[src/vic_pkg.sv]
package vic_pkg;
   // Source indices of the individually vectored requests, in priority order.
   localparam int SRC_EXT_A   = 0;
   localparam int SRC_EXT_B   = 1;
   localparam int SRC_TMR0    = 2;
   localparam int SRC_TMR1    = 3;
   localparam int SRC_SERIAL  = 4;
   localparam int SRC_GROUP   = 5;
   localparam int NUM_SRC     = 6;
   // Grouped source indices.
   localparam int GRP_ADC     = 0;
   localparam int GRP_RTC     = 1;
   localparam int GRP_TBASE   = 2;
   localparam int GRP_PERIPH  = 3;
   localparam int NUM_GRP     = 4;
   // Widths of the program counter and stack pointer.
   localparam int PC_W        = 16;
   localparam int SP_W        = 4;
   // Vector addresses.
   localparam logic [PC_W-1:0] VEC_EXT_A  = 16'h0004;
   localparam logic [PC_W-1:0] VEC_EXT_B  = 16'h0008;
   localparam logic [PC_W-1:0] VEC_TMR0   = 16'h000c;
   localparam logic [PC_W-1:0] VEC_TMR1   = 16'h0010;
   localparam logic [PC_W-1:0] VEC_SERIAL = 16'h0014;
   localparam logic [PC_W-1:0] VEC_GROUP  = 16'h0018;
   // Reset values.
   localparam logic [NUM_SRC-1:0] RST_FLAGS = 6'h00;
   localparam logic [NUM_GRP-1:0] RST_GFLAGS = 4'h0;
   localparam logic [2:0] RST_PIN_SYNC = 3'h7;
endpackage

[src/vic_ctrl.sv]
// Function
// Accept pin, timer, serial and grouped requests.
// Events set flags regardless of enable; the common group flag is set only by grouped events whose own enable is set.
// Each source taken only when enabled.
// Global enable low blocks all interrupts.
// Acknowledge pushes program counter onto stack.
// Then load vector address of source.
// Return instruction pops saved program counter.
// Entering service clears the global enable.
// Requests latched while disabled serviced later.
// Software may re-enable globally for nesting.
// Full stack blocks any acknowledgement.
// Requests serviced on next phase-two pulse.
// Fixed priority ext A highest, group lowest.
// Vectors 04H, 08H, 0CH, 10H, 14H.
// Grouped sources share vector 18H.
// Grouped flags set common group flag.
// Group service clears only group flag.
// Software clears individual grouped flags.
// Group needs global, own and group enables.
// Vectored source flags clear on service.
// Software reads, writes, clears flags and enables.
`timescale 1ns/1ps
module vic_ctrl (
   input  wire logic                        clk,
   input  wire logic                        rstn,
   input  wire logic                        ext_irq_pin_a,
   input  wire logic                        ext_irq_pin_b,
   input  wire logic                        peripheral_irq_pin_n,
   input  wire logic                        tmr0_ovf,
   input  wire logic                        tmr1_ovf,
   input  wire logic                        serial_done,
   input  wire logic                        adc_done,
   input  wire logic                        rtc_event,
   input  wire logic                        tbase_event,
   input  wire logic                        phase_two_pulse,
   input  wire logic                        return_from_irq_instr,
   input  wire logic                        stack_full,
   input  wire logic [vic_pkg::PC_W-1:0]    next_instr_pc,
   input  wire logic                        sw_flag_wr,
   input  wire logic [vic_pkg::NUM_SRC-1:0] sw_flag_data,
   input  wire logic                        sw_gflag_wr,
   input  wire logic [vic_pkg::NUM_GRP-1:0] sw_gflag_data,
   input  wire logic                        sw_gie_wr,
   input  wire logic                        sw_gie_data,
   input  wire logic [vic_pkg::NUM_SRC-1:0] src_enable,
   input  wire logic [vic_pkg::NUM_GRP-1:0] grp_enable,
   output logic                             global_irq_enable,
   output logic [vic_pkg::NUM_SRC-1:0]      req_flags,
   output logic [vic_pkg::NUM_GRP-1:0]      grp_flags,
   output logic                             group_request_flag,
   output logic                             stack_push,
   output logic [vic_pkg::PC_W-1:0]         push_pc,
   output logic                             stack_pop,
   output logic                             pc_load,
   output logic [vic_pkg::PC_W-1:0]         pc_vector
);
   import vic_pkg::*;

   // Pin synchronisers: three stages, a change counts when stages two and three agree.
   // Stage one may go metastable and is read only by stage two.
   // A level that flickers between stages two and three leaves the settled level alone.
   logic [2:0] sync_a;             // Pin A history.
   logic [2:0] sync_b;             // Pin B history.
   logic [2:0] sync_p;             // Peripheral pin history.
   logic       lvl_a;              // Settled level of pin A.
   logic       lvl_b;              // Settled level of pin B.
   logic       lvl_p;              // Settled level of peripheral pin.
   logic       next_lvl_a;         // Next settled level of pin A.
   logic       next_lvl_b;         // Next settled level of pin B.
   logic       next_lvl_p;         // Next settled level of peripheral pin.
   logic       ev_a;               // Rising edge event on pin A.
   logic       ev_b;               // Rising edge event on pin B.
   logic       ev_p;               // Falling edge event on peripheral pin.

   // Pin synchroniser and settled-level logic.
   // An edge event lasts one cycle, in the cycle before the settled level moves.
   // Pins A and B trigger on a rise, the peripheral pin on a fall.
   always_comb begin
      next_lvl_a = (sync_a[1] == sync_a[2]) ? sync_a[2] : lvl_a;
      next_lvl_b = (sync_b[1] == sync_b[2]) ? sync_b[2] : lvl_b;
      next_lvl_p = (sync_p[1] == sync_p[2]) ? sync_p[2] : lvl_p;
      ev_a = next_lvl_a & ~lvl_a;
      ev_b = next_lvl_b & ~lvl_b;
      ev_p = ~next_lvl_p & lvl_p;
   end

   // Registers the synchronisers.
   // Pins A and B rest low and the peripheral pin rests high, so no false edge follows reset.
   always_ff @(posedge clk or negedge rstn) begin
      if (!rstn) begin
         sync_a <= 3'h0;
         sync_b <= 3'h0;
         sync_p <= RST_PIN_SYNC;
         lvl_a  <= 1'b0;
         lvl_b  <= 1'b0;
         lvl_p  <= 1'b1;
      end else begin
         sync_a <= {sync_a[1:0], ext_irq_pin_a};
         sync_b <= {sync_b[1:0], ext_irq_pin_b};
         sync_p <= {sync_p[1:0], peripheral_irq_pin_n};
         lvl_a  <= next_lvl_a;
         lvl_b  <= next_lvl_b;
         lvl_p  <= next_lvl_p;
      end
   end

   // Flag and enable state.
   // Every flag is a register that software can overwrite and hardware sets or clears.
   logic [NUM_SRC-1:0] next_req_flags;  // Next request flags.
   logic [NUM_GRP-1:0] next_grp_flags;  // Next grouped flags.
   logic               next_gie;        // Next global enable.
   logic [NUM_SRC-1:0] src_events;      // Events of the vectored sources this cycle.
   logic [NUM_GRP-1:0] grp_events;      // Events of grouped sources this cycle.
   logic [NUM_SRC-1:0] eligible;        // Flags that may be taken now.
   logic [NUM_SRC-1:0] grant;           // One-hot winner.
   logic               take;            // Acknowledge happens this cycle.
   logic [PC_W-1:0]    next_vec;        // Vector of the winner.

   // Event, arbitration and flag update logic.
   // A request is taken only on a phase-two pulse, with the global enable set and room
   // on the stack; the lowest numbered eligible flag wins.
   // An event in the same cycle as a clear wins, so no request is lost.
   always_comb begin
      grp_events = '0;
      grp_events[GRP_ADC]    = adc_done;
      grp_events[GRP_RTC]    = rtc_event;
      grp_events[GRP_TBASE]  = tbase_event;
      grp_events[GRP_PERIPH] = ev_p;
      src_events = '0;
      src_events[SRC_EXT_A]  = ev_a;
      src_events[SRC_EXT_B]  = ev_b;
      src_events[SRC_TMR0]   = tmr0_ovf;
      src_events[SRC_TMR1]   = tmr1_ovf;
      src_events[SRC_SERIAL] = serial_done;
      // A grouped event sets the common flag only when its own enable is set.
      src_events[SRC_GROUP]  = |(grp_events & grp_enable);
      // Eligible flags need their own enable; taking also needs global enable, and a full stack blocks all.
      eligible = req_flags & src_enable;
      take = phase_two_pulse & global_irq_enable & ~stack_full & (|eligible);
      // Lowest index wins: subtracting one flips the lowest set bit and all below it.
      // The mask keeps only that bit, so the grant is one-hot or zero.
      grant = eligible & ~(eligible - 6'h01);
      if (!take) begin
         grant = '0;
      end
      next_vec = VEC_GROUP;
      unique case (1'b1)
         grant[SRC_EXT_A]:  next_vec = VEC_EXT_A;
         grant[SRC_EXT_B]:  next_vec = VEC_EXT_B;
         grant[SRC_TMR0]:   next_vec = VEC_TMR0;
         grant[SRC_TMR1]:   next_vec = VEC_TMR1;
         grant[SRC_SERIAL]: next_vec = VEC_SERIAL;
         default:           next_vec = VEC_GROUP;
      endcase
      // Software writes first, hardware clear on service, then events win.
      // Only the winner's own bit is cleared; grouped flags are never cleared by service,
      // which leaves the service routine to find and clear the grouped source.
      next_req_flags = sw_flag_wr ? sw_flag_data : req_flags;
      next_req_flags = next_req_flags & ~grant;
      next_req_flags = next_req_flags | src_events;
      next_grp_flags = sw_gflag_wr ? sw_gflag_data : grp_flags;
      next_grp_flags = next_grp_flags | grp_events;
      next_gie = sw_gie_wr ? sw_gie_data : global_irq_enable;
      if (take) begin
         next_gie = 1'b0;
      end
   end

   // Registers flags, enable and the core handshake outputs.
   // Push and load are one-cycle pulses one edge after the decision; the pushed address
   // and the vector hold their values until the next acknowledge.
   always_ff @(posedge clk or negedge rstn) begin
      if (!rstn) begin
         req_flags         <= RST_FLAGS;
         grp_flags         <= RST_GFLAGS;
         global_irq_enable <= 1'b0;
         stack_push        <= 1'b0;
         pc_load           <= 1'b0;
         push_pc           <= '0;
         pc_vector         <= '0;
         stack_pop         <= 1'b0;
      end else begin
         req_flags         <= next_req_flags;
         grp_flags         <= next_grp_flags;
         global_irq_enable <= next_gie;
         stack_push        <= take;
         pc_load           <= take;
         push_pc           <= take ? next_instr_pc : push_pc;
         pc_vector         <= take ? next_vec : pc_vector;
         stack_pop         <= return_from_irq_instr;
      end
   end

   // The common group flag is the top request flag, read by software as it stands.
   assign group_request_flag = req_flags[SRC_GROUP];

   // Checks. Every property samples on the rising edge and is off while reset is low.
   // They watch the registered handshake to the core and the flags that software reads,
   // so a failure points at the cycle after the decision that went wrong.
   // Where an event may set a flag again in the cycle of its clear, the check allows it.

   // Entering service must drop the global enable on the very next edge.
   property p_gie_clear;
      @(posedge clk) disable iff (!rstn) take |=> !global_irq_enable;
   endproperty
   a_gie_clear: assert property (p_gie_clear) else $error("enable not cleared");

   // With the global enable low no acknowledge may follow.
   property p_no_take_gie_low;
      @(posedge clk) disable iff (!rstn) !global_irq_enable |=> !stack_push;
   endproperty
   a_no_take_gie_low: assert property (p_no_take_gie_low) else $error("taken while off");

   // A full stack holds off the vector load.
   property p_full_block;
      @(posedge clk) disable iff (!rstn) stack_full |=> !pc_load;
   endproperty
   a_full_block: assert property (p_full_block) else $error("taken with full stack");

   // Acknowledges are only taken on a phase-two pulse.
   property p_t2_only;
      @(posedge clk) disable iff (!rstn) !phase_two_pulse |=> !stack_push;
   endproperty
   a_t2_only: assert property (p_t2_only) else $error("taken off phase pulse");

   // The push carries the address of the next instruction, together with the load.
   property p_push_pc;
      @(posedge clk) disable iff (!rstn)
         take |=> stack_push && pc_load && push_pc == $past(next_instr_pc);
   endproperty
   a_push_pc: assert property (p_push_pc) else $error("pushed address wrong");

   // Pin A outranks everything; its flag clears unless a new edge arrives at once.
   property p_ext_a_vec;
      @(posedge clk) disable iff (!rstn)
         take && eligible[SRC_EXT_A] && !ev_a |=>
            pc_vector == VEC_EXT_A && !req_flags[SRC_EXT_A];
   endproperty
   a_ext_a_vec: assert property (p_ext_a_vec) else $error("ext A vector wrong");

   // Servicing the group alone keeps every grouped flag.
   property p_group_keep;
      @(posedge clk) disable iff (!rstn)
         take && eligible == 6'h20 && !sw_gflag_wr |=>
            pc_vector == VEC_GROUP && grp_flags == ($past(grp_flags) | $past(grp_events));
   endproperty
   a_group_keep: assert property (p_group_keep) else $error("group flags lost");

   // Group service drops the common flag unless a new enabled grouped event arrives.
   property p_group_clear;
      @(posedge clk) disable iff (!rstn)
         take && eligible == 6'h20 && !src_events[SRC_GROUP] |=> !group_request_flag;
   endproperty
   a_group_clear: assert property (p_group_clear) else $error("group flag kept");

   // A timer overflow sets its flag whatever the enables.
   property p_flag_set;
      @(posedge clk) disable iff (!rstn) tmr0_ovf |=> req_flags[SRC_TMR0];
   endproperty
   a_flag_set: assert property (p_flag_set) else $error("timer flag not set");

   // A grouped event always sets its own flag, enabled or not.
   property p_grp_flag_set;
      @(posedge clk) disable iff (!rstn) adc_done |=> grp_flags[GRP_ADC];
   endproperty
   a_grp_flag_set: assert property (p_grp_flag_set) else $error("grouped flag not set");

   // An enabled grouped event raises the common flag on the next edge.
   property p_group_set;
      @(posedge clk) disable iff (!rstn)
         (|(grp_events & grp_enable)) |=> group_request_flag;
   endproperty
   a_group_set: assert property (p_group_set) else $error("group flag not set");

   // The shared vector is loaded only when global, group and request all stood.
   property p_group_gate;
      @(posedge clk) disable iff (!rstn)
         pc_load && pc_vector == VEC_GROUP |->
            $past(global_irq_enable && src_enable[SRC_GROUP] && req_flags[SRC_GROUP]);
   endproperty
   a_group_gate: assert property (p_group_gate) else $error("group taken ungated");

   // The vector and the pushed address hold between acknowledges.
   property p_vec_hold;
      @(posedge clk) disable iff (!rstn)
         !stack_push |-> $stable(pc_vector) && $stable(push_pc);
   endproperty
   a_vec_hold: assert property (p_vec_hold) else $error("vector moved");

   // A return instruction pops the stack one edge later.
   property p_pop;
      @(posedge clk) disable iff (!rstn) return_from_irq_instr |=> stack_pop;
   endproperty
   a_pop: assert property (p_pop) else $error("no pop on return");

   // Main scenarios: an acknowledge, a group service, a refusal on a full stack,
   // the second of two nested entries and a return.
   c_take: cover property (@(posedge clk) disable iff (!rstn) take);
   c_group: cover property (@(posedge clk) disable iff (!rstn) pc_load && pc_vector == VEC_GROUP);
   c_blocked: cover property (@(posedge clk) disable iff (!rstn)
      stack_full && global_irq_enable && |eligible && phase_two_pulse);
   c_nested: cover property (@(posedge clk) disable iff (!rstn) stack_push && stack_full);
   c_pop: cover property (@(posedge clk) disable iff (!rstn) stack_pop);
endmodule

[config.mk]
export PLATFORM = sky130hd
export DESIGN_NAME = vic_ctrl
export DESIGN_NICKNAME = d
export VERILOG_FILES = /design/src/vic_pkg.sv /design/src/vic_ctrl.sv
export SDC_FILE = /design/constraint.sdc
export NUM_CORES = 1
export LEC_CHECK = 0
export BUFFER_PORTS_ARGS = -buffer_cell sky130_fd_sc_hd__buf_2
export CAP_MARGIN = 20
export CORE_MARGIN = 2
export CORE_UTILIZATION = 40
export DETAILED_ROUTE_END_ITERATION = 7
export GPL_TIMING_DRIVEN = 0
export PLACE_DENSITY = 0.75
export SLEW_MARGIN = 30
export SYNTH_ARGS = -nofsm -noshare
export SYNTH_HDL_FRONTEND = slang
export SYNTH_SLANG_ARGS = --single-unit
[constraint.sdc]
create_clock -name clk -period 1.75 [get_ports clk]
set_input_delay 0 -clock clk [delete_from_list [all_inputs] [get_ports clk]]
set_output_delay 0 -clock clk [all_outputs]
set_load 0.02 [all_outputs]
* Yosys cells after proc, flatten, opt, wreduce, memory -nomap -nowiden *
Index checks and enable logic that the tools add are counted.

cells by class
  bitwise logic cells = 18
  muxes and demuxes = 9
  equal/unequal tests = 3
  add/sub/neg operators = 1
  reductions and logical operators = 3

operators by type and width
  cell                 count
  $pmux 5 s5           1
  $and 6x6->6          3
  $mux 6               2
  $not 6->6            2
  $and 1x1->1          6
  $or 6x6->6           1
  $reduce_or 6->1      1
  $sub 6x1->6 const B  1
  $mux 1               5
  $and 4x4->4          1
  $mux 4               1
  $not 1->1            4
  $or 4x4->4           1
  $reduce_or 4->1      1
  $eq 1x1->1           3
  $reduce_bool 2->1    1

word-level totals
  bits in registers = 57
  input bits = 54

* Logic depth before layout (Yosys ltp) *
  depth after elaboration = 8
  depth in mapped cells = 5
  mapped depth without buffers = 4

* Worst setup path before layout *
OpenSTA, ideal clock, no wires.

  path kind = register -> register
  start point = reg req_flags[1] (netlist name)
  end point = reg push_pc[0] (netlist name)
  slack = -0.223 ns
  stages on the path, launching flop included = 5
  arrival time = 1.848 ns
  buffers on the path = 1
  cell sequence = dfrtp_1 a222oi_1 a41oi_2 buf_6 mux2_4

between the ends
  longest elaborated chain between the ends = 3

RTL lines
  what                    line             source
  from (decl)             vic_ctrl.sv:49   output logic [vic_pkg::NUM_SRC-1:0] req_flags,
  from (signal assigned)  vic_ctrl.sv:184  req_flags <= next_req_flags;
  $and 6x6->6             vic_ctrl.sv:139  eligible = req_flags & src_enable;
  $reduce_or 6->1         vic_ctrl.sv:140  take = phase_two_pulse & global_irq_enable & ~stack_full & (|eligible);
  $and 1x1->1             vic_ctrl.sv:140
  to (signal assigned)    vic_ctrl.sv:189  push_pc <= take ? next_instr_pc : push_pc;
  to (decl)               vic_ctrl.sv:53   output logic [vic_pkg::PC_W-1:0] push_pc,

No other way between the ends.
A chain may end at the register's enable or synchronous reset.

* Worst setup path in the final report *
  start point = reg req_flags[0] (netlist name)
  end point = reg push_pc[8] (netlist name)

Same word-level chain as after synthesis.

==> metrics.md <==
| Metric | Value |
|---|---|
| Status | `finished, final reports clean` |
| DRT Wirelength | `4565 µm` |
| Placed Cells | `284` |
| First-pass GRT wire length | `6900 µm` |
| Area post-placement | `2405 µm²` |
| CP Class | `flop to flop` |
| Post-synth top area cell | `dfrtp_1` |
| Top FF cell, synth | `dfrtp_1` |
| Die height | `72.23 µm` |
| Remaining DRCs | `0` |
| Vias in the first global route | `1526` |
| Num CTS Buffers | `5` |
| Period Utilization, post-route | `97.41%` |
| Tightest Hold Check Type | `input port to flop` |
| Synth warnings | `0` |
| Vias/cell | `4.605` |
| Die ar. | `5216 µm²` |
| Total grt overflow | `0` |
| Port Buffers | `86` |
| CTS tree | `built` |
| RD Place Congestion | `0.7804` |
| Clock transition at path regs | `0.09 ns` |
| # rows | `24` |
| Largest net degree at the start of global routing | `45` |
| Proportion of layout cells with a drive suffix above 1 | `51.22%` |
| IO Pins | `101` |
| Cell with the most instances after synthesis | `dfrtp_1` |
| Post-DRT Antenna Nets | `0` |
| Min cycle time layout | `1.705 ns` |
| DRT iter0 DRCs | `60` |
| Core ar. | `4414 µm²` |
| Cell area after synthesis | `1862 µm²` |
| Clk buf depth | `2` |
| Post-synthesis async set-or-reset flop share | `100.0%` |
| HPWL after detailed placement | `2889 µm` |
| Worst rel slew slack | `62.96%` |
| First-pass detailed-route iteration total | `5` |
| Crit. End Element | `flop` |
| Maximum clock rate | `586.6 MHz` |
| Ranking of synthesized cells by area | `dfrtp_1 54%, mux2_4 12%, buf_4 6.0%, dfstp_2 5.6%, mux2i_1 3.2%` |
| Max-cap violations | `0` |
| Clk root buf | `clkbuf_8` |
| GRT Util Overall | `17.33%` |
| Clock Sinks | `44` |
| Top-area cell type share of the netlist area | `53.76%` |
| Register area share after synthesis | `59.41%` |
| Slew Limit Fails | `0` |
| Hold depth | `3` |
| Worst Tran Pin Value | `0.5557 ns` |
| Setup_tns | `0 ns` |
| Worst-Skew Late Latency | `0.30 ns` |
| CP arrival | `1.88 ns` |
| Fillers | `345` |
| Synthesis-stage register bit count | `44` |
| Fin cells | `339` |
| Post-route cell area | `2958 µm²` |
| Initial Util | `42.18%` |
| Power density over the cells | `963.6 nW/µm²` |
| Ant. Diodes | `0` |
| CP Launch Type | `flop` |
| Worst EP required | `1.93 ns` |
| H-tree depth | `2` |
| Cells after synthesis | `134` |
| Fin nets | `340` |
| Initial antenna violation count | `0` |
| Fin. Hold Viols | `0` |
| Post-synth EDFFs | `0` |
| Clock Skews | `0.01171 ns` |
| Reg2reg path depth | `5` |
| Worst vdd ir | `0.6705 mV` |
| Distinct cells, synth | `32` |
| Hold Slack | `0.03949 ns` |
| Unrepaired setup endpoints after global routing | `true` |
| Via count | `1561` |
| LEAKAGE | `1.458 nW` |
| Worst-path fanout max | `6` |
| Wirelength per Cell | `13.47 µm` |
| Finish-stage setup viols | `0` |
| Syn avg cell area | `13.89 µm²` |
| Post-synth top cells | `40 x dfrtp_1, 15 x buf_4, 15 x mux2_4` |
| Post-layout util | `67.01%` |
| Die Wd | `72.23 µm` |
| Layout area overhead | `58.87%` |
cell type report:
type | count | area [µm²] | share of cell area [%]
flip-flops and latches | 44 | 1109 | 37.48
repair buffers | 133 | 879.6 | 29.74
multi-input cells | 84 | 673.1 | 22.76
plain buffers | 18 | 138.9 | 4.695
clock buffers | 5 | 68.82 | 2.327
well taps | 52 | 65.06 | 2.200
clock inverters | 3 | 23.77 | 0.8037
routing by layer:
| layer | vias up | global-route usage [%] | wire length, µm |
|---|---|---|---|
| li1 | 752 | - | - |
| met1 | 743 | 20.93 | 1875 |
| met2 | 63 | 30.78 | 2357 |
| met3 | 3 | 5.000 | 307 |
| met4 | 0 | 3.564 | 25 |
| met5 | - | 0 | 0 |
cells in the final DEF, fill, tap and decap left out, types with 3 or more instances in the layout:
cell type	synthesis	layout
mux2_2	3	3
buf_4	15	24
nand2_1	9	9
maj3_1	3	3
conb_1	1	13
mux2_4	15	15
dlygate4sd3_1	0	37
dfstp_2	4	4
mux2i_1	6	6
nand3_1	3	3
a211o_1	3	3
buf_2	0	86
clkbuf_8	0	5
nor2b_1	3	3
nor2_1	7	7
buf_6	2	3
dfrtp_1	40	38
timing repair:
| action | CTS | global route |
|---|---|---|
| endpoints found under the hold margin | 69 | 0 |
| gates cloned | 1 | 1 |
| endpoints found under the setup margin | 22 | 15 |
| pin swaps | 1 | 2 |
| resized for setup | 3 | 0 |
| buffers inserted | 2 | 6 |
| hold buffers | 37 | 0 |
registers in the layout, summed over array words and instances, names as in the netlist:
signal / flops
sync_p: 3
lvl_b: 1
push_pc: 16
grp_flags: 4
global_irq_enable: 1
lvl_a: 1
sync_a: 3
lvl_p: 1
stack_push: 1
sync_b: 3
req_flags: 6
pc_vector: 3
stack_pop: 1
cell families after synthesis:
kind of cell,after synthesis,synth area share (%)
flip-flops,44,59.41
AND/OR/NAND/NOR,28,7.124
multiplexers,24,17.14
buffers and inverters,18,7.460
AO/OA/AOI/OAI,16,7.057
adder cells (fa/ha/maj),3,1.613
other,1,0.2014
final timing paths:
path	startpoint	slack (ns)	endpoint
min in group asynchronous	rstn	0.23	grp_flags[3]
setup / recovery	req_flags[0]	0.05	push_pc[8]
max in group asynchronous	rstn	1.10	req_flags[1]
hold reg to reg	sync_b[0]	0.36	sync_b[1]
hold / removal	sw_gflag_wr	0.04	grp_flags[3]
setup reg to reg	req_flags[0]	0.05	push_pc[8]
per-stage QoR:
step / power (mW) / setup WS (ns)
global placement: 2.099 / -0.4132
CTS: 2.864 / 0.02427
finish: 2.850 / 0.04536
floorplan: 1.821 / -0.1695
detailed placement: 2.120 / -0.4582
global route: 3.002 / -0.03659
critical path, cell delays in order, from the launching register on:
cell and delay [ns]:
dfrtp_2 0.43, a222oi_1 0.32, buf_4 0.19, a41oi_4 0.15, buf_6 0.19, mux2_4 0.30
where the power goes:
group / internal, mW / switching, mW
clock: 0.283 / 0.362
combinational: 0.452 / 0.457
sequential: 1.20 / 0.100
total: 1.93 / 0.920
(Power assumes the default switching activity.)
